`config.mk`:
```
export PLATFORM = sky130hd
export DESIGN_NAME = mbx_core
export DESIGN_NICKNAME = d
export VERILOG_FILES = /design/src/rtl/mbx_pkg.sv /design/src/rtl/mbx_mul.sv /design/src/rtl/mbx_core.sv
export VERILOG_INCLUDE_DIRS = /design/src /design/src/rtl
export SDC_FILE = /design/constraint.sdc
export NUM_CORES = 1
export LEC_CHECK = 0
export ABC_AREA = 1
export BUFFER_PORTS_ARGS = -buffer_cell sky130_fd_sc_hd__buf_4
export CAP_MARGIN = 20
export CORE_MARGIN = 1.5
export CORE_UTILIZATION = 60
export DETAILED_ROUTE_END_ITERATION = 8
export PLACE_DENSITY = 0.78
export SLEW_MARGIN = 20
export SYNTH_ARGS = -nofsm -noshare
export SYNTH_HDL_FRONTEND = slang
export SYNTH_SLANG_ARGS = --single-unit
export TNS_END_PERCENT = 10
```
`constraint.sdc`:
```
create_clock -name core_clk -period 9.5 [get_ports core_clk]
set_clock_uncertainty 0.2 [all_clocks]
set_input_delay 1.425 -clock core_clk [delete_from_list [all_inputs] [get_ports core_clk]]
set_output_delay 1.425 -clock core_clk [all_outputs]
set_load 0.03 [all_outputs]
```
`src/rtl/mbx_defs.svh`:
```
`ifndef MBX_DEFS_SVH
`define MBX_DEFS_SVH

// register byte offsets
`define MBX_OFF_CTRL 8'h00
`define MBX_OFF_OPCODE 8'h04
`define MBX_OFF_OPND 8'h08
`define MBX_OFF_TARGET 8'h0c
`define MBX_OFF_PC 8'h10
`define MBX_OFF_FLAGS 8'h14
`define MBX_OFF_ZPTR 8'h18
`define MBX_OFF_SP 8'h1c
`define MBX_OFF_PROD 8'h20
`define MBX_OFF_STATUS 8'h24

// operand register fields, control register go bit and opcode width
`define MBX_OPND_A 7:0
`define MBX_OPND_B 15:8
`define MBX_OPND_BIT 18:16
`define MBX_OPND_TWOWORD 19
`define MBX_CTRL_GO 0
`define MBX_OPCODE_W 6

// status flags register bit positions
`define MBX_FLAG_C 3'h0
`define MBX_FLAG_Z 3'h1
`define MBX_FLAG_N 3'h2
`define MBX_FLAG_V 3'h3
`define MBX_FLAG_S 3'h4
`define MBX_FLAG_H 3'h5
`define MBX_FLAG_T 3'h6
`define MBX_FLAG_I 3'h7

// reset values
`define MBX_PC_RST 16'h0000
`define MBX_FLAGS_RST 8'h00
`define MBX_SP_RST 4'hf
`define MBX_ZERO16 16'h0000
`define MBX_ZERO32 32'h00000000

// cycle counts
`define MBX_CYC_1 3'h1
`define MBX_CYC_2 3'h2
`define MBX_CYC_3 3'h3
`define MBX_CYC_4 3'h4

// program counter steps
`define MBX_STEP_1 16'h0001
`define MBX_STEP_2 16'h0002
`define MBX_STEP_3 16'h0003

// bus responses
`define MBX_RESP_OKAY 2'h0
`define MBX_RESP_SLVERR 2'h2

`endif

```
`src/rtl/mbx_pkg.sv`:
```
package mbx_pkg;

	typedef enum logic [5:0] {
		MBX_MULTIPLY_SIGNED_BY_UNSIGNED,
		MBX_FRACTIONAL_PRODUCT_UNSIGNED,
		MBX_FRACTIONAL_PRODUCT_SIGNED,
		MBX_FRACTIONAL_PRODUCT_MIXED,
		MBX_RELATIVE_JUMP,
		MBX_POINTER_INDIRECT_JUMP,
		MBX_DIRECT_JUMP,
		MBX_RELATIVE_SUBROUTINE_CALL,
		MBX_POINTER_INDIRECT_CALL,
		MBX_DIRECT_CALL,
		MBX_SUBROUTINE_RETURN,
		MBX_INTERRUPT_RETURN,
		MBX_COMPARE_SKIP_EQUAL,
		MBX_COMPARE_PLAIN,
		MBX_COMPARE_WITH_CARRY,
		MBX_COMPARE_IMMEDIATE,
		MBX_SKIP_REG_BIT_CLEAR,
		MBX_SKIP_REG_BIT_SET,
		MBX_SKIP_IO_BIT_CLEAR,
		MBX_SKIP_IO_BIT_SET,
		MBX_BRANCH_STATUS_BIT_SET,
		MBX_BRANCH_STATUS_BIT_CLEAR,
		MBX_BRANCH_EQUAL,
		MBX_BRANCH_NOT_EQUAL,
		MBX_BRANCH_CARRY_SET,
		MBX_BRANCH_CARRY_CLEAR,
		MBX_BRANCH_SAME_OR_HIGHER,
		MBX_BRANCH_LOWER,
		MBX_BRANCH_MINUS,
		MBX_BRANCH_PLUS,
		MBX_BRANCH_GREATER_EQUAL_SIGNED,
		MBX_BRANCH_LESS_SIGNED,
		MBX_BRANCH_HALF_CARRY_SET,
		MBX_BRANCH_HALF_CARRY_CLEAR,
		MBX_BRANCH_TRANSFER_BIT_SET,
		MBX_BRANCH_TRANSFER_BIT_CLEAR,
		MBX_BRANCH_OVERFLOW_SET
	} mbx_op_e;

	typedef logic [15:0] mbx_word_t;

endpackage : mbx_pkg

```
`src/rtl/mbx_mul.sv`:
```
`timescale 1ns/1ps
`include "mbx_defs.svh"

module mbx_mul
(
	input wire logic core_clk,
	input wire logic resetn,
	input wire logic load,
	input wire logic [7:0] opA,
	input wire logic [7:0] opB,
	input wire logic aSigned,
	input wire logic bSigned,
	input wire logic fractional,
	output logic [15:0] product,
	output logic zero,
	output logic carry
);
	import mbx_pkg::*;

	logic signed [8:0] aExt;
	logic signed [8:0] bExt;
	logic signed [17:0] full;
	logic [15:0] raw;
	logic [15:0] shaped;

	// sign extension decides signed or unsigned treatment per operand
	assign aExt = {aSigned & opA[7], opA};
	assign bExt = {bSigned & opB[7], opB};
	assign full = aExt * bExt;
	assign raw = full[15:0];
	assign shaped = fractional ? {raw[14:0], 1'b0} : raw;

	always_ff @(posedge core_clk or negedge resetn)
	begin
		if (!resetn)
		begin
			product <= `MBX_ZERO16;
			zero <= 1'b0;
			carry <= 1'b0;
		end
		else if (load)
		begin
			product <= shaped;
			zero <= (shaped == `MBX_ZERO16);
			// carry reflects the top bit before the fractional shift
			carry <= raw[15];
		end
	end

endmodule : mbx_mul

```
`src/rtl/mbx_core.sv`:
```
//////////////////////////////////////////////////////////////////////////////
//////////////////////////////////////////////////////////////////////////////
`timescale 1ns/1ps
`include "mbx_defs.svh"

module mbx_core
(
	input wire logic core_clk,
	input wire logic resetn,
	input wire logic [7:0] awaddr,
	input wire logic [2:0] awprot,
	input wire logic awvalid,
	output logic awready,
	input wire logic [31:0] wdata,
	input wire logic [3:0] wstrb,
	input wire logic wvalid,
	output logic wready,
	output logic [1:0] bresp,
	output logic bvalid,
	input wire logic bready,
	input wire logic [7:0] araddr,
	input wire logic [2:0] arprot,
	input wire logic arvalid,
	output logic arready,
	output logic [31:0] rdata,
	output logic [1:0] rresp,
	output logic rvalid,
	input wire logic rready
);
	import mbx_pkg::*;

	//////////////////////////////////////////////////////////////////////////
	logic [`MBX_OPCODE_W-1:0] opcode_q;
	logic [31:0] opnd_q;
	mbx_word_t target_q;
	mbx_word_t pc_q;
	logic [7:0] flags_q;
	mbx_word_t zptr_q;
	logic [3:0] sp_q;
	mbx_word_t prod_q;
	mbx_word_t stack_q [16];
	logic busy_q;
	logic [2:0] cnt_q;
	logic [2:0] lastCyc_q;
	logic lastTaken_q;
	logic wrFire;
	logic rdFire;
	logic wrOk;
	logic go;
	logic commit;
	mbx_op_e op;
	logic [7:0] opA;
	logic [7:0] opB;
	logic [2:0] bitSel;
	logic nextTwoWord;
	logic [2:0] cycles;
	mbx_word_t nextPc;
	logic [7:0] flagsNext;
	logic taken;
	logic isMul;
	logic doPush;
	logic doPop;
	mbx_word_t retAddr;
	logic [15:0] mulProd;
	logic mulZero;
	logic mulCarry;
	logic aSigned;
	logic bSigned;
	logic fractional;
	logic [8:0] diff;
	logic [7:0] res;

	//////////////////////////////////////////////////////////////////////////
	function automatic logic [31:0] mergeLanes(input logic [31:0] old,
		input logic [31:0] data, input logic [3:0] strb);
		logic [31:0] merged;
		merged = old;
		for (int i = 0; i < 4; i++)
		begin
			if (strb[i])
				merged[i*8 +: 8] = data[i*8 +: 8];
		end
		return merged;
	endfunction : mergeLanes

	function automatic logic isMapped(input logic [7:0] addr);
		case (addr)
			`MBX_OFF_CTRL, `MBX_OFF_OPCODE, `MBX_OFF_OPND, `MBX_OFF_TARGET,
			`MBX_OFF_PC, `MBX_OFF_FLAGS, `MBX_OFF_ZPTR, `MBX_OFF_SP,
			`MBX_OFF_PROD, `MBX_OFF_STATUS: return 1'b1;
			default: return 1'b0;
		endcase
	endfunction : isMapped

	// relative target: PC + k + 1
	function automatic mbx_word_t relTarget(input mbx_word_t pc, input mbx_word_t k);
		return mbx_word_t'(pc + k + `MBX_STEP_1);
	endfunction : relTarget

	//////////////////////////////////////////////////////////////////////////
	// bus slave: address and data taken together; both held by the master
	assign wrFire = awready & awvalid;
	assign rdFire = arready & arvalid;
	// writes are ignored while an instruction runs so operands stay stable
	assign wrOk = wrFire & isMapped(awaddr) & ~busy_q;
	assign go = wrOk & (awaddr == `MBX_OFF_CTRL) & wstrb[0] & wdata[`MBX_CTRL_GO];
	assign commit = busy_q & (cnt_q == `MBX_CYC_1);

	always_ff @(posedge core_clk or negedge resetn)
	begin
		if (!resetn)
		begin
			awready <= 1'b0;
			wready <= 1'b0;
			bvalid <= 1'b0;
			bresp <= `MBX_RESP_OKAY;
		end
		else
		begin
			awready <= awvalid & wvalid & ~awready & ~bvalid;
			wready <= awvalid & wvalid & ~awready & ~bvalid;
			if (wrFire)
			begin
				bvalid <= 1'b1;
				bresp <= isMapped(awaddr) ? `MBX_RESP_OKAY : `MBX_RESP_SLVERR;
			end
			else if (bready)
				bvalid <= 1'b0;
		end
	end

	always_ff @(posedge core_clk or negedge resetn)
	begin
		if (!resetn)
		begin
			arready <= 1'b0;
			rvalid <= 1'b0;
			rdata <= `MBX_ZERO32;
			rresp <= `MBX_RESP_OKAY;
		end
		else
		begin
			arready <= arvalid & ~arready & ~rvalid;
			if (rdFire)
			begin
				rvalid <= 1'b1;
				rresp <= isMapped(araddr) ? `MBX_RESP_OKAY : `MBX_RESP_SLVERR;
				case (araddr)
					`MBX_OFF_OPCODE: rdata <= {26'h0000000, opcode_q};
					`MBX_OFF_OPND: rdata <= {12'h000, opnd_q[19:0]};
					`MBX_OFF_TARGET: rdata <= {16'h0000, target_q};
					`MBX_OFF_PC: rdata <= {16'h0000, pc_q};
					`MBX_OFF_FLAGS: rdata <= {24'h000000, flags_q};
					`MBX_OFF_ZPTR: rdata <= {16'h0000, zptr_q};
					`MBX_OFF_SP: rdata <= {28'h0000000, sp_q};
					`MBX_OFF_PROD: rdata <= {16'h0000, prod_q};
					`MBX_OFF_STATUS: rdata <= {23'h000000, lastTaken_q, 4'h0,
						lastCyc_q, busy_q};
					default: rdata <= `MBX_ZERO32;
				endcase
			end
			else if (rready)
				rvalid <= 1'b0;
		end
	end

	//////////////////////////////////////////////////////////////////////////
	// software-written instruction operands
	always_ff @(posedge core_clk or negedge resetn)
	begin
		if (!resetn)
		begin
			opcode_q <= 6'h00;
			opnd_q <= `MBX_ZERO32;
			target_q <= `MBX_ZERO16;
			zptr_q <= `MBX_ZERO16;
		end
		else if (wrOk)
		begin
			case (awaddr)
				`MBX_OFF_OPCODE: opcode_q <= `MBX_OPCODE_W'(mergeLanes({26'h0000000,
					opcode_q}, wdata, wstrb));
				`MBX_OFF_OPND: opnd_q <= mergeLanes(opnd_q, wdata, wstrb);
				`MBX_OFF_TARGET: target_q <= mbx_word_t'(mergeLanes({16'h0000, target_q},
					wdata, wstrb));
				`MBX_OFF_ZPTR: zptr_q <= mbx_word_t'(mergeLanes({16'h0000, zptr_q},
					wdata, wstrb));
				default: ;
			endcase
		end
	end

	//////////////////////////////////////////////////////////////////////////
	// decode and next state, evaluated from stable operand registers
	assign op = mbx_op_e'(opcode_q);
	assign opA = opnd_q[`MBX_OPND_A];
	assign opB = opnd_q[`MBX_OPND_B];
	assign bitSel = opnd_q[`MBX_OPND_BIT];
	assign nextTwoWord = opnd_q[`MBX_OPND_TWOWORD];
	// compare with carry subtracts the carry as well
	assign diff = {1'b0, opA} - {1'b0, opB}
		- {8'h00, (op == MBX_COMPARE_WITH_CARRY) & flags_q[`MBX_FLAG_C]};
	assign res = diff[7:0];

	always_comb
	begin
		cycles = `MBX_CYC_1;
		nextPc = mbx_word_t'(pc_q + `MBX_STEP_1);
		flagsNext = flags_q;
		taken = 1'b0;
		isMul = 1'b0;
		doPush = 1'b0;
		doPop = 1'b0;
		retAddr = mbx_word_t'(pc_q + `MBX_STEP_1);
		aSigned = 1'b0;
		bSigned = 1'b0;
		fractional = 1'b0;
		case (op)
			MBX_MULTIPLY_SIGNED_BY_UNSIGNED, MBX_FRACTIONAL_PRODUCT_UNSIGNED,
			MBX_FRACTIONAL_PRODUCT_SIGNED, MBX_FRACTIONAL_PRODUCT_MIXED:
			begin
				isMul = 1'b1;
				cycles = `MBX_CYC_2;
				aSigned = (op != MBX_FRACTIONAL_PRODUCT_UNSIGNED);
				bSigned = (op == MBX_FRACTIONAL_PRODUCT_SIGNED);
				fractional = (op != MBX_MULTIPLY_SIGNED_BY_UNSIGNED);
				flagsNext[`MBX_FLAG_Z] = mulZero;
				flagsNext[`MBX_FLAG_C] = mulCarry;
			end
			MBX_RELATIVE_JUMP:
			begin
				cycles = `MBX_CYC_2;
				nextPc = relTarget(pc_q, target_q);
			end
			MBX_POINTER_INDIRECT_JUMP:
			begin
				cycles = `MBX_CYC_2;
				nextPc = zptr_q;
			end
			MBX_DIRECT_JUMP:
			begin
				cycles = `MBX_CYC_3;
				nextPc = target_q;
			end
			MBX_RELATIVE_SUBROUTINE_CALL, MBX_POINTER_INDIRECT_CALL:
			begin
				cycles = `MBX_CYC_3;
				doPush = 1'b1;
				nextPc = (op == MBX_POINTER_INDIRECT_CALL) ? zptr_q
					: relTarget(pc_q, target_q);
			end
			MBX_DIRECT_CALL:
			begin
				cycles = `MBX_CYC_4;
				doPush = 1'b1;
				// two-word call returns past its address word
				retAddr = mbx_word_t'(pc_q + `MBX_STEP_2);
				nextPc = target_q;
			end
			MBX_SUBROUTINE_RETURN, MBX_INTERRUPT_RETURN:
			begin
				cycles = `MBX_CYC_4;
				doPop = 1'b1;
				nextPc = stack_q[4'(sp_q + 4'h1)];
				if (op == MBX_INTERRUPT_RETURN)
					flagsNext[`MBX_FLAG_I] = 1'b1;
			end
			MBX_COMPARE_PLAIN, MBX_COMPARE_WITH_CARRY, MBX_COMPARE_IMMEDIATE:
			begin
				// result discarded, flags only
				flagsNext[`MBX_FLAG_C] = diff[8];
				flagsNext[`MBX_FLAG_N] = res[7];
				flagsNext[`MBX_FLAG_V] = (opA[7] & ~opB[7] & ~res[7])
					| (~opA[7] & opB[7] & res[7]);
				flagsNext[`MBX_FLAG_H] = (~opA[3] & opB[3]) | (opB[3] & res[3])
					| (res[3] & ~opA[3]);
				// carry form keeps Z only when the whole chain is zero
				flagsNext[`MBX_FLAG_Z] = (res == 8'h00)
					& ((op != MBX_COMPARE_WITH_CARRY) | flags_q[`MBX_FLAG_Z]);
			end
			MBX_COMPARE_SKIP_EQUAL, MBX_SKIP_REG_BIT_CLEAR, MBX_SKIP_REG_BIT_SET,
			MBX_SKIP_IO_BIT_CLEAR, MBX_SKIP_IO_BIT_SET:
			begin
				case (op)
					MBX_COMPARE_SKIP_EQUAL: taken = (opA == opB);
					MBX_SKIP_REG_BIT_CLEAR: taken = ~opA[bitSel];
					MBX_SKIP_REG_BIT_SET: taken = opA[bitSel];
					MBX_SKIP_IO_BIT_CLEAR: taken = ~opA[bitSel];
					default: taken = opA[bitSel];
				endcase
				if (taken)
				begin
					cycles = nextTwoWord ? `MBX_CYC_3 : `MBX_CYC_2;
					nextPc = mbx_word_t'(pc_q + (nextTwoWord ? `MBX_STEP_3
						: `MBX_STEP_2));
				end
			end
			MBX_BRANCH_STATUS_BIT_SET: taken = flags_q[bitSel];
			MBX_BRANCH_STATUS_BIT_CLEAR: taken = ~flags_q[bitSel];
			MBX_BRANCH_EQUAL: taken = flags_q[`MBX_FLAG_Z];
			MBX_BRANCH_NOT_EQUAL: taken = ~flags_q[`MBX_FLAG_Z];
			MBX_BRANCH_CARRY_SET, MBX_BRANCH_LOWER:
				taken = flags_q[`MBX_FLAG_C];
			MBX_BRANCH_CARRY_CLEAR, MBX_BRANCH_SAME_OR_HIGHER:
				taken = ~flags_q[`MBX_FLAG_C];
			MBX_BRANCH_MINUS: taken = flags_q[`MBX_FLAG_N];
			MBX_BRANCH_PLUS: taken = ~flags_q[`MBX_FLAG_N];
			MBX_BRANCH_GREATER_EQUAL_SIGNED:
				taken = ~(flags_q[`MBX_FLAG_N] ^ flags_q[`MBX_FLAG_V]);
			MBX_BRANCH_LESS_SIGNED:
				taken = flags_q[`MBX_FLAG_N] ^ flags_q[`MBX_FLAG_V];
			MBX_BRANCH_HALF_CARRY_SET: taken = flags_q[`MBX_FLAG_H];
			MBX_BRANCH_HALF_CARRY_CLEAR: taken = ~flags_q[`MBX_FLAG_H];
			MBX_BRANCH_TRANSFER_BIT_SET: taken = flags_q[`MBX_FLAG_T];
			MBX_BRANCH_TRANSFER_BIT_CLEAR: taken = ~flags_q[`MBX_FLAG_T];
			MBX_BRANCH_OVERFLOW_SET: taken = flags_q[`MBX_FLAG_V];
			default: ;
		endcase
		// every conditional branch shares target and timing
		if (taken && op >= MBX_BRANCH_STATUS_BIT_SET)
		begin
			cycles = `MBX_CYC_2;
			nextPc = relTarget(pc_q, target_q);
		end
	end

	//////////////////////////////////////////////////////////////////////////
	mbx_mul u_mul
	(
		.core_clk(core_clk),
		.resetn(resetn),
		.load(go),
		.opA(opA),
		.opB(opB),
		.aSigned(aSigned),
		.bSigned(bSigned),
		.fractional(fractional),
		.product(mulProd),
		.zero(mulZero),
		.carry(mulCarry)
	);

	//////////////////////////////////////////////////////////////////////////
	// instruction timing: busy for exactly the instruction's cycle count
	always_ff @(posedge core_clk or negedge resetn)
	begin
		if (!resetn)
		begin
			busy_q <= 1'b0;
			cnt_q <= 3'h0;
			lastCyc_q <= 3'h0;
			lastTaken_q <= 1'b0;
		end
		else if (go)
		begin
			busy_q <= 1'b1;
			cnt_q <= cycles;
			lastCyc_q <= cycles;
			lastTaken_q <= taken;
		end
		else if (busy_q)
		begin
			cnt_q <= cnt_q - 3'h1;
			if (commit)
				busy_q <= 1'b0;
		end
	end

	// architectural state: software writes only while idle
	always_ff @(posedge core_clk or negedge resetn)
	begin
		if (!resetn)
		begin
			pc_q <= `MBX_PC_RST;
			flags_q <= `MBX_FLAGS_RST;
			sp_q <= `MBX_SP_RST;
			prod_q <= `MBX_ZERO16;
		end
		else if (commit)
		begin
			pc_q <= nextPc;
			flags_q <= flagsNext;
			if (isMul)
				prod_q <= mulProd;
			if (doPush)
				sp_q <= sp_q - 4'h1;
			else if (doPop)
				sp_q <= sp_q + 4'h1;
		end
		else if (wrOk)
		begin
			case (awaddr)
				`MBX_OFF_PC: pc_q <= mbx_word_t'(mergeLanes({16'h0000, pc_q}, wdata, wstrb));
				`MBX_OFF_FLAGS: flags_q <= 8'(mergeLanes({24'h000000, flags_q},
					wdata, wstrb));
				`MBX_OFF_SP: sp_q <= 4'(mergeLanes({28'h0000000, sp_q},
					wdata, wstrb));
				default: ;
			endcase
		end
	end

	// return stack; wraps silently past sixteen entries
	always_ff @(posedge core_clk)
	begin
		if (commit && doPush)
			stack_q[sp_q] <= retAddr;
	end

endmodule : mbx_core

```
* Word level (Yosys, flattened, before mapping)
Memories as Yosys holds them, arrays and structs flattened.
Index checks and enable logic that the tools add are counted.
** Word-level totals
- Register bits after elaboration :: 168
- RAM bits :: 256
- Output and inout port bits :: 41
- Word-level logic and storage cells :: 264
- Memories kept :: 1
** Memories
- stack_q :: depth 16, width 16, rd ports 1, clocked after memory_dff 0, wr ports 1, line mbx_core.sv:41 : mbx_word_t stack_q [16];
** Operators by class
- Add/subtract/negate cells :: 10
- Multiply operators :: 1
- Order comparisons :: 2
- Eq/ne operators :: 63
- Muxes and demuxes :: 62
- Bitwise operators :: 47
- Reduce and logical (&&, ||, !) cells :: 48
** Operators by type and width (number)
- 20-bit one-hot mux with 9 select lines :: 1
- 16-bit 2-to-1 mux :: 8
- 6-bit by 5-bit equality test with 1-bit output (second input constant) :: 16
- 16-bit one-hot mux with 6 select lines :: 1
- 8-bit by 5-bit equality test with 1-bit output (second input constant) :: 8
- 6-bit by 4-bit equality test with 1-bit output (second input constant) :: 8
- 8-bit 2-to-1 mux :: 6
- 16-bit by 1-bit adder with 16-bit output (second input constant) :: 2
- 8-bit by 4-bit equality test with 1-bit output (second input constant) :: 4
- 8-bit by 6-bit equality test with 1-bit output (second input constant) :: 4
- 6-bit equality test (second input constant) :: 5
- 3-bit AND reduction :: 10
- 1-bit 2-to-1 mux :: 27
- 1-bit AND :: 24
- 6-bit by 3-bit equality test with 1-bit output (second input constant) :: 4
- 8-bit logical NOT :: 3
- 4-bit 2-to-1 mux :: 6
- 10-bit OR reduction :: 2
- 1-bit inverter :: 18
- 2-bit nonzero test :: 9
- 16-bit adder :: 1
- 16-bit by 2-bit adder with 16-bit output :: 1
- 16-bit by 2-bit adder with 16-bit output (second input constant) :: 1
- 8-bit by 3-bit equality test with 1-bit output (second input constant) :: 2
- other kinds (37) :: 62

* Longest topological paths before layout
Gate-level depths: netlist of the first run.
- Depth in word-level cells :: 9
- Mapped depth :: 30
- Depth with buffers taken out :: 30

* By module
From an unflattened synthesis of the first run, not the netlist that was laid out.
** Second synthesis, totals
- Cell total of the unflattened synthesis :: 3077
- Area, all modules :: 25329.3 um^2
** By module, submodules not included
- mbx_core :: times used 1, cells an instance 2509, area an instance 21267.9 um^2
- mbx_mul :: times used 1, cells an instance 568, area an instance 4061.4 um^2

* Worst setup path before layout of the first run
OpenSTA, ideal clock, no wires.
- Kind :: reg2reg
- Start point :: reg opcode_q[3], in the netlist op[3]
- End point :: reg u_mul.zero
- Library setup time :: 116 ps
- Data arrival time :: 5246 ps
- Data required time :: 9184 ps
- Setup slack :: 3938 ps
- Cell stages (with the launch flop) :: 29
- Buffers on the path :: 0
- Clock period less this slack :: 5562 ps
- Path through :: dfrtp_1 > nor2_2 > nand3_1 > nor2_2 > inv_1 > nor2_1 > inv_1 > fa_1 > fa_1 > inv_1 > fa_1 > fa_1 > inv_1 > fa_1 > inv_1 > ha_1 > nand2_1 > inv_1 > nand3_1 > nand2_1 > nand2_1 > a21oi_1 > nor2_1 > nand2_1 > nand2_1 > o21ai_0 > nor2_1 > nand2_1 > nand2_1
** Between the ends
- Cells in the longest elaborated chain, start to end :: 7
** RTL lines
- start, declared :: line mbx_core.sv:33 : logic [`MBX_OPCODE_W-1:0] opcode_q;
- start signal, assigned :: line mbx_core.sv:181 : `MBX_OFF_OPCODE: opcode_q <= `MBX_OPCODE_W'(mergeLanes({26'h0000000,
- 6-bit by 2-bit equality test with 1-bit output (tied with other cells) :: line mbx_core.sv:218, mbx_core.sv:225
- 4-bit OR reduction :: line mbx_core.sv:218 : case (op)
- 1-bit 2-to-1 mux :: line mbx_core.sv:218
- 1-bit AND, on equally long branches :: line mbx_mul.sv:27, mbx_mul.sv:28
- 9-bit by 9-bit multiplier with 16-bit output :: line mbx_mul.sv:29 : assign full = aExt * bExt;
- 16-bit 2-to-1 mux * :: line mbx_mul.sv:31 : assign shaped = fractional ? {raw[14:0], 1'b0} : raw;
- 16-bit logical NOT (no source line) *
- end signal, assigned :: line mbx_mul.sv:44 : zero <= (shaped == `MBX_ZERO16);
- end, declared :: line mbx_mul.sv:15 : output logic zero,
Every way passes the cells marked *; elsewhere a longest branch is shown, timed or not.
A chain may end at the register's enable or synchronous reset.

* Final worst setup path of the first run
- Start point :: reg opcode_q[2], in the netlist op[2]
- End point :: reg u_mul.zero
Same word-level chain as after synthesis.

==> flow_results.org, run 1 <==
** Floorplan
- The initialized floorplan defines 73 standard-cell rows.
- Effective utilization at floorplan :: 0.6116
- Die outline area :: 42000 um2
- Height of the die :: 204.9 um
- Overall die width :: 204.9 um
- Core Region :: 40010 um2
- In this run the count of I/O pins placed on the die edge is 106.

** Yosys
- Synthesis handed over a netlist of 2841 instances.
- The largest total area in the synthesized netlist belongs to sky130_fd_sc_hd__edfxtp_1.
- For this run, asynchronously set or reset flops after synthesis account for 0.3756.
- Of the post-synthesis cell area, the dominant cell type holds 0.3142.
- Averaged over all synthesized cells, the footprint is between 8 and 9 um2.
- Among all flip-flop cells after synthesis, the most frequent one is sky130_fd_sc_hd__edfxtp_1.
- Top area cells in the synthesized netlist :: sky130_fd_sc_hd__edfxtp_1 31%, sky130_fd_sc_hd__dfrtp_1 15%, sky130_fd_sc_hd__nand2_1 9.2%
- During synthesis, Yosys emitted a total of 0 warnings.
- Most common cell in the synthesized netlist :: sky130_fd_sc_hd__nand2_1
- Count of flip-flops with a built-in enable after synthesis :: 256
- For this run, the register share of the synthesized area comes to 0.4719.
- The netlist uses 60 different library cells.
- By count the netlist is led by 599 x sky130_fd_sc_hd__nand2_1, 359 x sky130_fd_sc_hd__inv_1, 341 x sky130_fd_sc_hd__nor2_1.
- Cell area after technology mapping :: 24470 um2
- Flip-flop and latch count after synthesis :: 410

** STA
- Summed over all failing endpoints, the final setup total negative slack is 0 ps.
- In the finished design, the share of the clock period the worst path needs comes to 0.7034.
- Unrepaired setup endpoints after global routing :: no
- Setup violations remaining at the end of the flow were counted as 0.
- In this run the tightest slew margin relative to its limit is 0.2526.
- Count of final max-slew check failures :: 0
- Count of endpoints failing hold in the final timing report :: 0
- Min cycle time layout :: roughly 6700 ps
- Based on the critical path, the design can be clocked at up to 149.6 MHz.
- Worst Max-Slew Pin Slew :: 1121 ps

** Finish
- Share of final-layout standard cells stronger than drive strength 1 :: 0.08531
- In the final layout, the multi-input gates occupy 11000 um2.
- After the last flow step, the layout net total stands at 3090.
- Compared with the post-synthesis result, the final layout area differs by 9.768%.
- Counting the fill cells in the layout gives between 3000 and 4000.
- Final non-filler cell area :: between 20000 and 30000 um2
- Summing all flip-flop and latch instances after layout gives 11550 um2.
- 0 antenna diodes ended up in the layout.
- Final standard cell count with taps included and fillers excluded :: 3432
- Final Core Density :: 0.6713

** Global route
- Entering global routing, the biggest net connects ~100 pins.
- Number of global-route vias before repair :: 19850
- Global routing met3 resource utilization :: 0.06586
- met2 is the most crowded layer.
- Antenna violations before repair :: 2
- M1 GR Usage :: 0.5144
- The first global-routing pass estimated approximately 110 mm of wire.
- In the global route stage, met2 resource usage came out at 0.5568.
- Total routing usage reported by global routing :: 0.3614
- Summed over all layers, the global routing overflow is 0.

** CTS
- Hold repair after CTS inserted 0 buffers.
- Clock-pin slew on the worst setup and hold paths :: ~60 ps
- The later pin in the worst-skew pair is clocked with a latency of ~590 ps.
- Clk Tree Root Cell :: sky130_fd_sc_hd__clkbuf_16
- In this run the number of H-tree levels came out at 2.
- TritonCTS built the clock tree.
- No sink is reached through more buffers than the 3 on the longest clock path.
- Post-CTS setup buffers :: 0
- Total clock sinks :: 410
- In this run, post-CTS repair resized a total of 0 instances.
- Number of buffers created by CTS :: 42

** Detailed routing
- Final wirelength :: 74.61 mm
- Vias/cell :: 6.043
- Number of iterations in the first detailed-routing pass :: 6
- Number of routed nets with antenna violations :: 0
- The detailed router finished its first iteration with 2419 violations.
- Final routed DRC violation total :: 0
- Wirelength per Cell :: ~22 um
- The final route contains 20740 vias.

** Hold path
- In this run the most critical hold path is launched from arready.
- The worst hold path belongs to the class register to register.

** Critical path
- Largest fanout on the critical path :: 6
- The critical path is of the register to register type.
- Worst r2r src :: op[2]
- Nature of the critical path startpoint :: register
- Cell mode on critical path :: sky130_fd_sc_hd__nand2_1
- Slowest cell on the critical path :: sky130_fd_sc_hd__fa_1
- The most critical setup path has its startpoint at op[2].
- Delay of the slowest cell on the worst path :: 510 ps
- STA puts the critical path data arrival time at ~6900 ps.
- The worst setup path is captured at a register.
- At the worst endpoint, the required time is just under 10000 ps.

** Outcome
- The run finished with clean final reports.

** Pwr
- In this run the static leakage power is around 0.012 uW.
- Power spread over the standard cell area amounts to 140.1 nW/um2.
- Across the VDD grid, the largest voltage drop is 205.5 uV.

** Placement
- Placed standard-cell area :: 25410 um2
- Buffers placed on the I/O ports in this run total 72.
- Number of placed cells counting well taps :: 3357
- Placed wire-length estimate :: roughly 53 mm
- Routability-driven placement finished with a final weighted congestion of 1.002.

** Job
- The tool flagged a number of max-cap violations equal to 0.
==> area by class of cell <==
class                           instances  share of cell area
Clock buffer                           55             0.04212
Tap cell                              525             0.02446
Clock inverter                         20             0.01081
Multi-Input combinational cell       1939              0.4095
Inverter                              376             0.05269
Sequential cell                       410              0.4301
Timing Repair Buffer                  107             0.03033
==> state kept, by name, summed over array words and instances, names as in the netlist, 8 cells and up <==
name	count
target_q	16
opnd_q	20
prod_q	16
zptr_q	16
rdata	20
flags_q	8
u_mul.product	16
pc_q	16
stack_q	256
==> cells in the final DEF, fill, tap and decap left out, types with 85 or more instances in the layout <==
cell type,instances
sky130_fd_sc_hd__nand2_1,599
sky130_fd_sc_hd__inv_1,359
sky130_fd_sc_hd__nor2_1,323
sky130_fd_sc_hd__o21ai_0,267
sky130_fd_sc_hd__edfxtp_1,256
sky130_fd_sc_hd__dfrtp_1,150
sky130_fd_sc_hd__nand3_1,148
sky130_fd_sc_hd__buf_4,104
sky130_fd_sc_hd__a21oi_1,94
sky130_fd_sc_hd__ha_1,85
==> per-layer routing <==
metal / part of all wire / up-vias
met1: 0.41 / 9989
met4: 0.036 / 2
met2: 0.45 / 1138
met3: 0.098 / 178
li1: - / 9433
met5: 0.00011 / -
==> worst max-delay path: cells and delay by family (launching register included) <==
family	cells	cell delay, ps
flip-flops	1	440
AO/OA/AOI/OAI	2	670
AND/OR/NAND/NOR	14	1920
buffers and inverters	6	480
adder cells (fa/ha/maj)	6	2810
==> report_power, final <==
group	total, uW	switching, uW	internal, uW
Combinational	139	95.8	43.6
Sequential	1890	3.27	1880
Clock	1740	726	1010
Total	3760	825	2940
==> path summary, 6_finish.rpt <==
check                           slack [ps]  cells after the start         end
worst min register to register         250                      1     arready
min in group asynchronous              700                      1     arready
max in group asynchronous             7000                      2       op[5]
worst max register to register        2820                     28  u_mul.zero
worst max-delay path                  2820                     28  u_mul.zero
worst min-delay path                   250                      1     arready
==> cell families (layout without fill, tap and decap cells) <==
group	Yosys count	in the layout	synth area share
buffers and inverters	505	558	0.08459
DFF	410	410	0.4719
adders and majority gates	149	149	0.09553
other	1	14	0.0001533
AOI/OAI and AO/OA	548	548	0.1277
xor gates and xnor gates	62	62	0.02312
and+or+nand+nor	1163	1163	0.1957
muxes	3	3	0.001227
==> through the flow <==
step | hold slack, ps | setup WS, ps | power, uW
final | 249.3 | 2817 | 3763
after global routing | 275.1 | 2324 | 3849
after CTS | 253.3 | 2855 | 3769
after detailed placement | 245.2 | 2898 | 2060
after global placement | 235.9 | 2926 | 2059
after floorplan | 247.9 | 3938 | 2003
(Power assumes the default switching activity.)
==> inputs of run 2 (changes only) <==
clock period = 6.83 ns   (was 9.5 ns; I/O delays follow)
==> flow_results.org, run 2 (same netlist as run 1, synthesis figures left out) <==
** STA
- Worst Max-Slew Pin Slew :: 1082 ps (-39.52 ps)
- The sum of negative setup slack came to 0 ps (unchanged).
- The fmax was 158.5 MHz (+5.9%).
- The worst max-slew margin expressed relative to the limit came to 0.2790 (+0.02635).
- Final Setup Violations :: 0 (unchanged)
- Min cycle time layout :: 6309 ps (-373.4 ps)
- Period utilisation layout :: 0.9238 (+0.2203)
- Unrepaired setup endpoints after global routing :: no
- The number of max-slew violations in the final report came to 0 (unchanged).
- The count of final hold-check violations is 0 (unchanged).

** Finish
- Leaving out fill and tap cells, the most frequent cells in the layout are 599 x sky130_fd_sc_hd__nand2_1, 359 x sky130_fd_sc_hd__inv_1, 323 x sky130_fd_sc_hd__nor2_1.
- The multi-input combinational cell area is 11000 um2 (unchanged).
- Share of final-layout standard cells stronger than drive strength 1 :: 0.08938 (+0.004072)
- The layout filler cell count was 3232 (-0.062%).
- Net count, final :: 3099 (+0.29%)
- Layout overhead on the synthesized area :: 10.09%
- stack_q holds more flip-flops than any other register.
- The flip-flop count of the largest register after layout was 256 (unchanged).
- Top Registers :: stack_q: 256 flops, opnd_q: 20 flops, rdata: 20 flops
- The post-route core utilization was 0.6733 (+0.001971).
- The register cell area after layout was 11550 um2 (unchanged).
- Antenna cells :: 0 (unchanged)
- The library cell used most frequently in the layout, excluding fill and tap cells, is sky130_fd_sc_hd__nand2_1.

** CTS
- The deepest clock path buffer count was 3 (unchanged).
- Clock Latency Late Sink :: 590 ps (about the same)
- The number of CTS-inserted buffers is 43 (+2.4%).
- Clock-pin slew on the worst setup and hold paths :: 60 ps (about the same)
- The number of H-tree levels is 2 (unchanged).
- CTS Hold Bufs :: 0 (unchanged)
- Clk Tree Root Cell :: sky130_fd_sc_hd__clkbuf_16
- Total clock sinks :: 410 (unchanged)
- TritonCTS clock tree :: built
- The number of post-CTS setup repair buffers is 0 (unchanged).

** Floorplan
- Effective utilization at floorplan :: 0.6116 (unchanged)
- The floorplan die height is 204.9 um (unchanged).
- The number of cell rows came to 73 (unchanged).
- Core Region :: 40010 um2 (unchanged)
- The die width came to 204.9 um (unchanged).
- The die area was 42000 um2 (unchanged).
- The I/O pin total came to 106 (unchanged).

** Global route
- The initial antenna violation count is 1 (-1).
- The final global-route overflow total was 0 (unchanged).
- The all-layer global routing usage came to 0.3619 (+0.0005232).
- Wire length of the first global-routing pass :: 114.3 mm (+0.26%)
- The number of global-route vias before repair came to 20190 (+1.7%).
- The largest net degree at the start of global routing is 104 (unchanged).

** Critical path
- Worst r2r src :: op[3]
- Largest fanout on the critical path :: 6 (unchanged)
- The worst setup path is captured at a register.
- Count of cells along the worst register-to-register path :: 26 (-7.1%)
- Critical path class :: register to register
- Nature of the critical path startpoint :: register
- Setup slack of the most critical reg-to-reg path :: 520 ps (-2300 ps)
- The data required time at the worst endpoint came to 7150 ps (-2590 ps).
- The critical path arrival is 6620 ps (-310 ps).
- The endpoint identified for the worst register-to-register timing path is u_mul.zero.

** Detailed routing
- Vias/cell :: 6.030 (-0.21%)
- The routed length per placed instance came to 21.64 um (-0.46%).
- Overall via count from detail_route :: 20770 (+0.16%)
- Number of DRC violations after detailed-routing iteration 0 :: 2326 (-3.8%)
- The routed wire length is 74.55 mm (about the same).
- The number of search-and-repair iterations in the first detailed-routing pass is 6 (unchanged).
- The post-route DRC violation count is 0 (unchanged).
- Number of routed nets with antenna violations :: 0 (unchanged)

** Hold path
- Launch point of the worst hold path :: arready
- HP Class :: register to register
- The worst hold path stage count was 1 (unchanged).
- The path with the worst hold slack has its endpoint at arready.

** Pwr
- The leakage power of the design came to 0.01156 uW (+0.25%).
- Worst vdd rail ir drop :: 209.2 uV (+1.8%)
- The power density normalized to cell area is 194.9 nW/um2 (+39%).

** Placement
- The final weighted congestion of routability-driven global placement was 1.002 (about the same).
- The number of buffers added on ports is 72 (unchanged).
- Placed wire-length estimate :: 52.74 mm (+0.12%)

** Outcome
- The flow ran to the end, and the final reports show no timing, DRC or antenna violations.

** Job
- The max-capacitance violation count is 0 (unchanged).
==> run 2: cell count changes in the layout (fill, tap and decap cells not counted), sizes merged <==
| cell | before | now |
|---|---|---|
| clkinvlp | 1 | 6 |
| clkinv | 13 | 14 |
| buf | 107 | 115 |
| clkbuf | 55 | 54 |
==> run 2: worst max-delay path, stage by stage (launching register included) <==
cell and delay (ps):
sky130_fd_sc_hd__dfrtp_1 440, sky130_fd_sc_hd__nor2_2 190, sky130_fd_sc_hd__nand3_1 200, sky130_fd_sc_hd__nor2_2 310
sky130_fd_sc_hd__inv_1 160, sky130_fd_sc_hd__nor2_1 320, sky130_fd_sc_hd__inv_1 110, sky130_fd_sc_hd__fa_1 470
sky130_fd_sc_hd__fa_1 510, sky130_fd_sc_hd__inv_1 50, sky130_fd_sc_hd__fa_1 490, sky130_fd_sc_hd__fa_1 500
sky130_fd_sc_hd__inv_1 60, sky130_fd_sc_hd__fa_1 500, sky130_fd_sc_hd__inv_1 40, sky130_fd_sc_hd__ha_1 340
sky130_fd_sc_hd__a21oi_1 260, sky130_fd_sc_hd__nand2_1 110, sky130_fd_sc_hd__xnor2_1 220, sky130_fd_sc_hd__mux2i_1 140
sky130_fd_sc_hd__nor2_1 120, sky130_fd_sc_hd__nand2_1 50, sky130_fd_sc_hd__nor2_1 110, sky130_fd_sc_hd__nand4_1 100
sky130_fd_sc_hd__nor2_1 120, sky130_fd_sc_hd__nand2_1 70, sky130_fd_sc_hd__nand2_1 60
==> run 2: where the power goes <==
group / switching, uW / internal (uW) / leakage [uW]
clock: 1030 / 1410 / 0.000684
combinational: 134 / 61.7 / 0.00693
sequential: 4.20 / 2620 / 0.00394
==> run 2: per-stage QoR <==
stage | power (uW) | hold WS (ps) | instances | setup WS (ps) | cell area (um2)
after floorplan | 2786 | 247.9 | 2854 | 1268 | 24510
after global placement | 2863 | 236.8 | 3365 | 630.0 | 25460
after detailed placement | 2866 | 247.6 | 3365 | 566.7 | 25480
after CTS | 5259 | 258.8 | 3445 | 532.7 | 26920
after global routing | 5375 | 268.4 | 3445 | 30.60 | 26930
final | 5250 | 256.7 | 3445 | 520.7 | 26930
==> run 2: area by class of cell <==
class	count	share of cell area
inverters	376	0.05254
repair buffers	115	0.03219
multi-input cells	1939	0.4083
flip-flops and latches	410	0.4288
well taps	525	0.02439
clock inverters	26	0.01226
clock buffers	54	0.04148
==> run 2: worst max-delay path by stage <==
stage | from | end | cells after the start
2_1_floorplan | op[3] | u_mul.zero | 28
5_1_grt | op[3] | u_mul.zero | 28
3_5_place_dp | op[3] | u_mul.zero | 28
3_3_place_gp | op[3] | u_mul.zero | 28
4_1_cts | op[3] | u_mul.zero | 28
6_report | op[3] | u_mul.zero | 26
==> run 2: what timing repair did <==
action | 4_1_cts | 5_1_grt
endpoints found under the setup margin | 0 | 2
endpoints found under the hold margin | 0 | 0
resized for setup | 0 | 1
==> run 2: routing by layer <==
layer	up-vias	GRT usage	part of all wire
met1	10000	0.5079	0.41
met2	1127	0.5580	0.45
li1	9479	-	-
met3	166	0.07111	0.10
met5	-	0	0
met4	0	0.1382	0.034
==> inputs of run 3 (changes only) <==
REMOVE_ABC_BUFFERS = 1   (was not set)
==> flow_results.org, run 3 (same netlist as run 1, synthesis figures left out) <==
** Pwr
- The leakage power of the design came to 0.01158 uW (+0.19%).
- The power density normalized to cell area was 195.1 nW/um2 (about the same).
- The peak supply drop came to 165.6 uV (-21%).

** STA
- Worst rel slew slack :: 0.2687 (-0.01027)
- Count of final max-slew check failures :: 0 (unchanged)
- The count of final hold-check violations was 0 (unchanged).
- Setup TNS :: 0 ps (unchanged)
- Setup repair after global routing left no endpoint under its margin.
- Min cycle time layout :: 6187 ps (-122.0 ps)
- The share of the cycle needed by the critical path after routing came to 0.9059 (-0.01787).
- Hold_ws :: 254.2 ps (-2.475 ps)
- The setup slack after layout was 642.7 ps (+122.0 ps).
- The setup violation total in the final timing report came to 0 (unchanged).
- Worst Max-Slew Pin Slew :: 1089 ps (+7.027 ps)
- Max Clk Rate :: 161.6 MHz (+2.0%)

** Placement
- Placed wire-length estimate :: 50.97 mm (-3.4%)
- The final weighted congestion of routability-driven global placement is 1.025 (+2.3%).
- The number of buffers added on ports came to 72 (unchanged).
- Worst slack at placement :: 656.8 ps (+90.16 ps)

** Floorplan
- The total core area came to 40010 um2 (unchanged).
- Die outline area :: 42000 um2 (unchanged)
- The number of cell rows was 73 (unchanged).
- I/O Pins :: 106 (unchanged)
- The floorplan die height came to 204.9 um (unchanged).
- Effective utilization at floorplan :: 0.6116 (unchanged)
- The die width came to 204.9 um (unchanged).

** CTS
- CTS Hold Bufs :: 0 (unchanged)
- H-tree level count :: 2 (unchanged)
- The tree is rooted in a sky130_fd_sc_hd__clkbuf_16.
- Post-CTS setup buffers :: 0 (unchanged)
- The CTS sink count was 410 (unchanged).
- The insertion delay to the later sink of the worst-skew pair is 600 ps (about the same).
- Deepest clock path buffer count :: 3 (unchanged)
- The number of CTS-inserted buffers was 44 (+2.3%).
- The clock transition time at the flip-flop clock pins of the worst setup and hold paths was 60 ps (about the same).
- TritonCTS clock tree :: built
- The post-cts resize count came to 0 (unchanged).

** Detailed routing
- Overall via count from detail_route :: 20710 (-0.32%)
- The met1 routed wirelength after detailed routing came to 28.03 mm (-8.7%).
- Final wirelength :: 73.38 mm (-1.6%)
- Signal routing reaches up to met4.
- Wirelength per Cell :: 21.30 um (-1.6%)
- The post-route DRC violation count came to 0 (unchanged).
- The initial detailed-routing violation count was 2095 (-9.9%).
- The count of nets left with antenna violations after detail routing was 0 (unchanged).
- Routed wire length on met2 :: 35.08 mm (+4.5%)
- Vias/cell :: 6.011 (-0.32%)
- Routed length on met3 :: 6.255 mm (-19%)
- The number of search-and-repair iterations in the first detailed-routing pass is 6 (unchanged).

** Global route
- Wire length of the first global-routing pass :: 112.6 mm (-1.5%)
- The number of global-route vias before repair came to 20240 (+0.24%).
- Total routing usage reported by global routing :: 0.3554 (-0.006530)
- The initial antenna violation count is 0 (-1).
- The largest net degree at the start of global routing came to 99 (-4.8%).
- Total gr overflow :: 0 (unchanged)

** Finish
- Area of all sequential standard cells :: 11550 um2 (unchanged)
- Largest register by flop count :: stack_q
- The area growth from synthesis to layout is 10.08% (about the same).
- The layout filler cell count is 3255 (+0.71%).
- The flip-flop count of the largest register after layout came to 256 (unchanged).
- The library cells used most frequently in the layout, excluding fill and tap cells, are 599 x sky130_fd_sc_hd__nand2_1, 359 x sky130_fd_sc_hd__inv_1, 324 x sky130_fd_sc_hd__nor2_1.
- Area taken by multi-input logic gates :: 10980 um2 (-0.14%)
- Antenna cells :: 0 (unchanged)
- Share of final-layout standard cells stronger than drive strength 1 :: 0.08767 (-0.001712)
- The net count of the finished layout came to 3100 (+0.032%).
- Most common cell after layout, fill and taps aside :: sky130_fd_sc_hd__nand2_1
- In the final layout, the registers with the most flip-flops are stack_q: 256 flops, opnd_q: 20 flops, rdata: 20 flops.

** Critical path
- Critical path class :: register to register
- In this run the worst setup path begins at op[3].
- The worst setup path is launched from a register.
- The depth of the most critical reg-to-reg path came to 24 (-7.7%).
- Worst r2r src :: op[3]
- Crit path arrival time :: 6470 ps (-150 ps)
- STA classifies the critical path endpoint as a register.
- Critical path required time :: 7110 ps (-40 ps)
- The maximum fanout along the worst path was 6 (unchanged).

** Hold path
- Launch point of the worst hold path :: arready
- In this run the worst hold path is classified as register to register.
- Worst hold path cell count :: 1 (unchanged)

** Outcome
- Run status :: completed

** Job
- Number of max-cap violations :: 0 (unchanged)
run 3: critical path, cell delays in order, from the launching register on:
cell	delay, ps
sky130_fd_sc_hd__dfrtp_1	430
sky130_fd_sc_hd__nor2_2	220
sky130_fd_sc_hd__nand3_1	250
sky130_fd_sc_hd__nor2_2	390
sky130_fd_sc_hd__inv_1	180
sky130_fd_sc_hd__nor2_1	240
sky130_fd_sc_hd__ha_1	280
sky130_fd_sc_hd__xor2_1	490
sky130_fd_sc_hd__fa_1	540
sky130_fd_sc_hd__fa_1	570
sky130_fd_sc_hd__fa_1	420
sky130_fd_sc_hd__ha_1	290
sky130_fd_sc_hd__ha_1	330
sky130_fd_sc_hd__inv_1	80
sky130_fd_sc_hd__o21ai_0	80
sky130_fd_sc_hd__a21oi_1	160
sky130_fd_sc_hd__nand2_1	70
sky130_fd_sc_hd__nand2_1	80
sky130_fd_sc_hd__a21oi_1	80
sky130_fd_sc_hd__o21ai_0	150
sky130_fd_sc_hd__nand2_1	80
sky130_fd_sc_hd__o21ai_0	260
sky130_fd_sc_hd__nor2_1	90
sky130_fd_sc_hd__nand2_1	60
sky130_fd_sc_hd__nand2_1	50
run 3: worst paths after layout:
check	endpoint	slack [ps]
max	u_mul.zero	640
min in group asynchronous	u_mul.carry	320
min reg2reg	arready	250
max in group asynchronous	target_q[0]	4690
min	arready	250
max reg2reg	u_mul.zero	640
run 3: power by group:
group / switching (uW) / internal, uW
clock: 1030 / 1410
combinational: 132 / 61.2
sequential: 4.04 / 2620
run 3: area by class of cell:
type | instances | area share
repair buffers | 115 | 0.03220
flip-flops and latches | 410 | 0.4288
clock buffers | 61 | 0.04669
multi-input cells | 1939 | 0.4078
inverters | 376 | 0.05254
clock inverters | 19 | 0.007526
well taps | 525 | 0.02439
run 3: routing by layer:
metal / vias to the layer above / global-route usage
met3: 255 / 0.06157
met4: 0 / 0.1786
met2: 1116 / 0.6001
met1: 9874 / 0.4405
met5: - / 0
li1: 9463 / -
run 3: metrics by stage:
step / instance area [um2] / std cells / power [uW] / util
2_1_floorplan: 23860 / 2725 / 2778 / -
3_3_place_gp: 25460 / 3365 / 2861 / 0.6365
3_5_place_dp: 25470 / 3365 / 2865 / 0.6366
4_1_cts: 26930 / 3445 / 5264 / 0.6731
5_1_grt: 26930 / 3445 / 5381 / 0.6732
6_report: 26930 / 3445 / 5253 / 0.6732
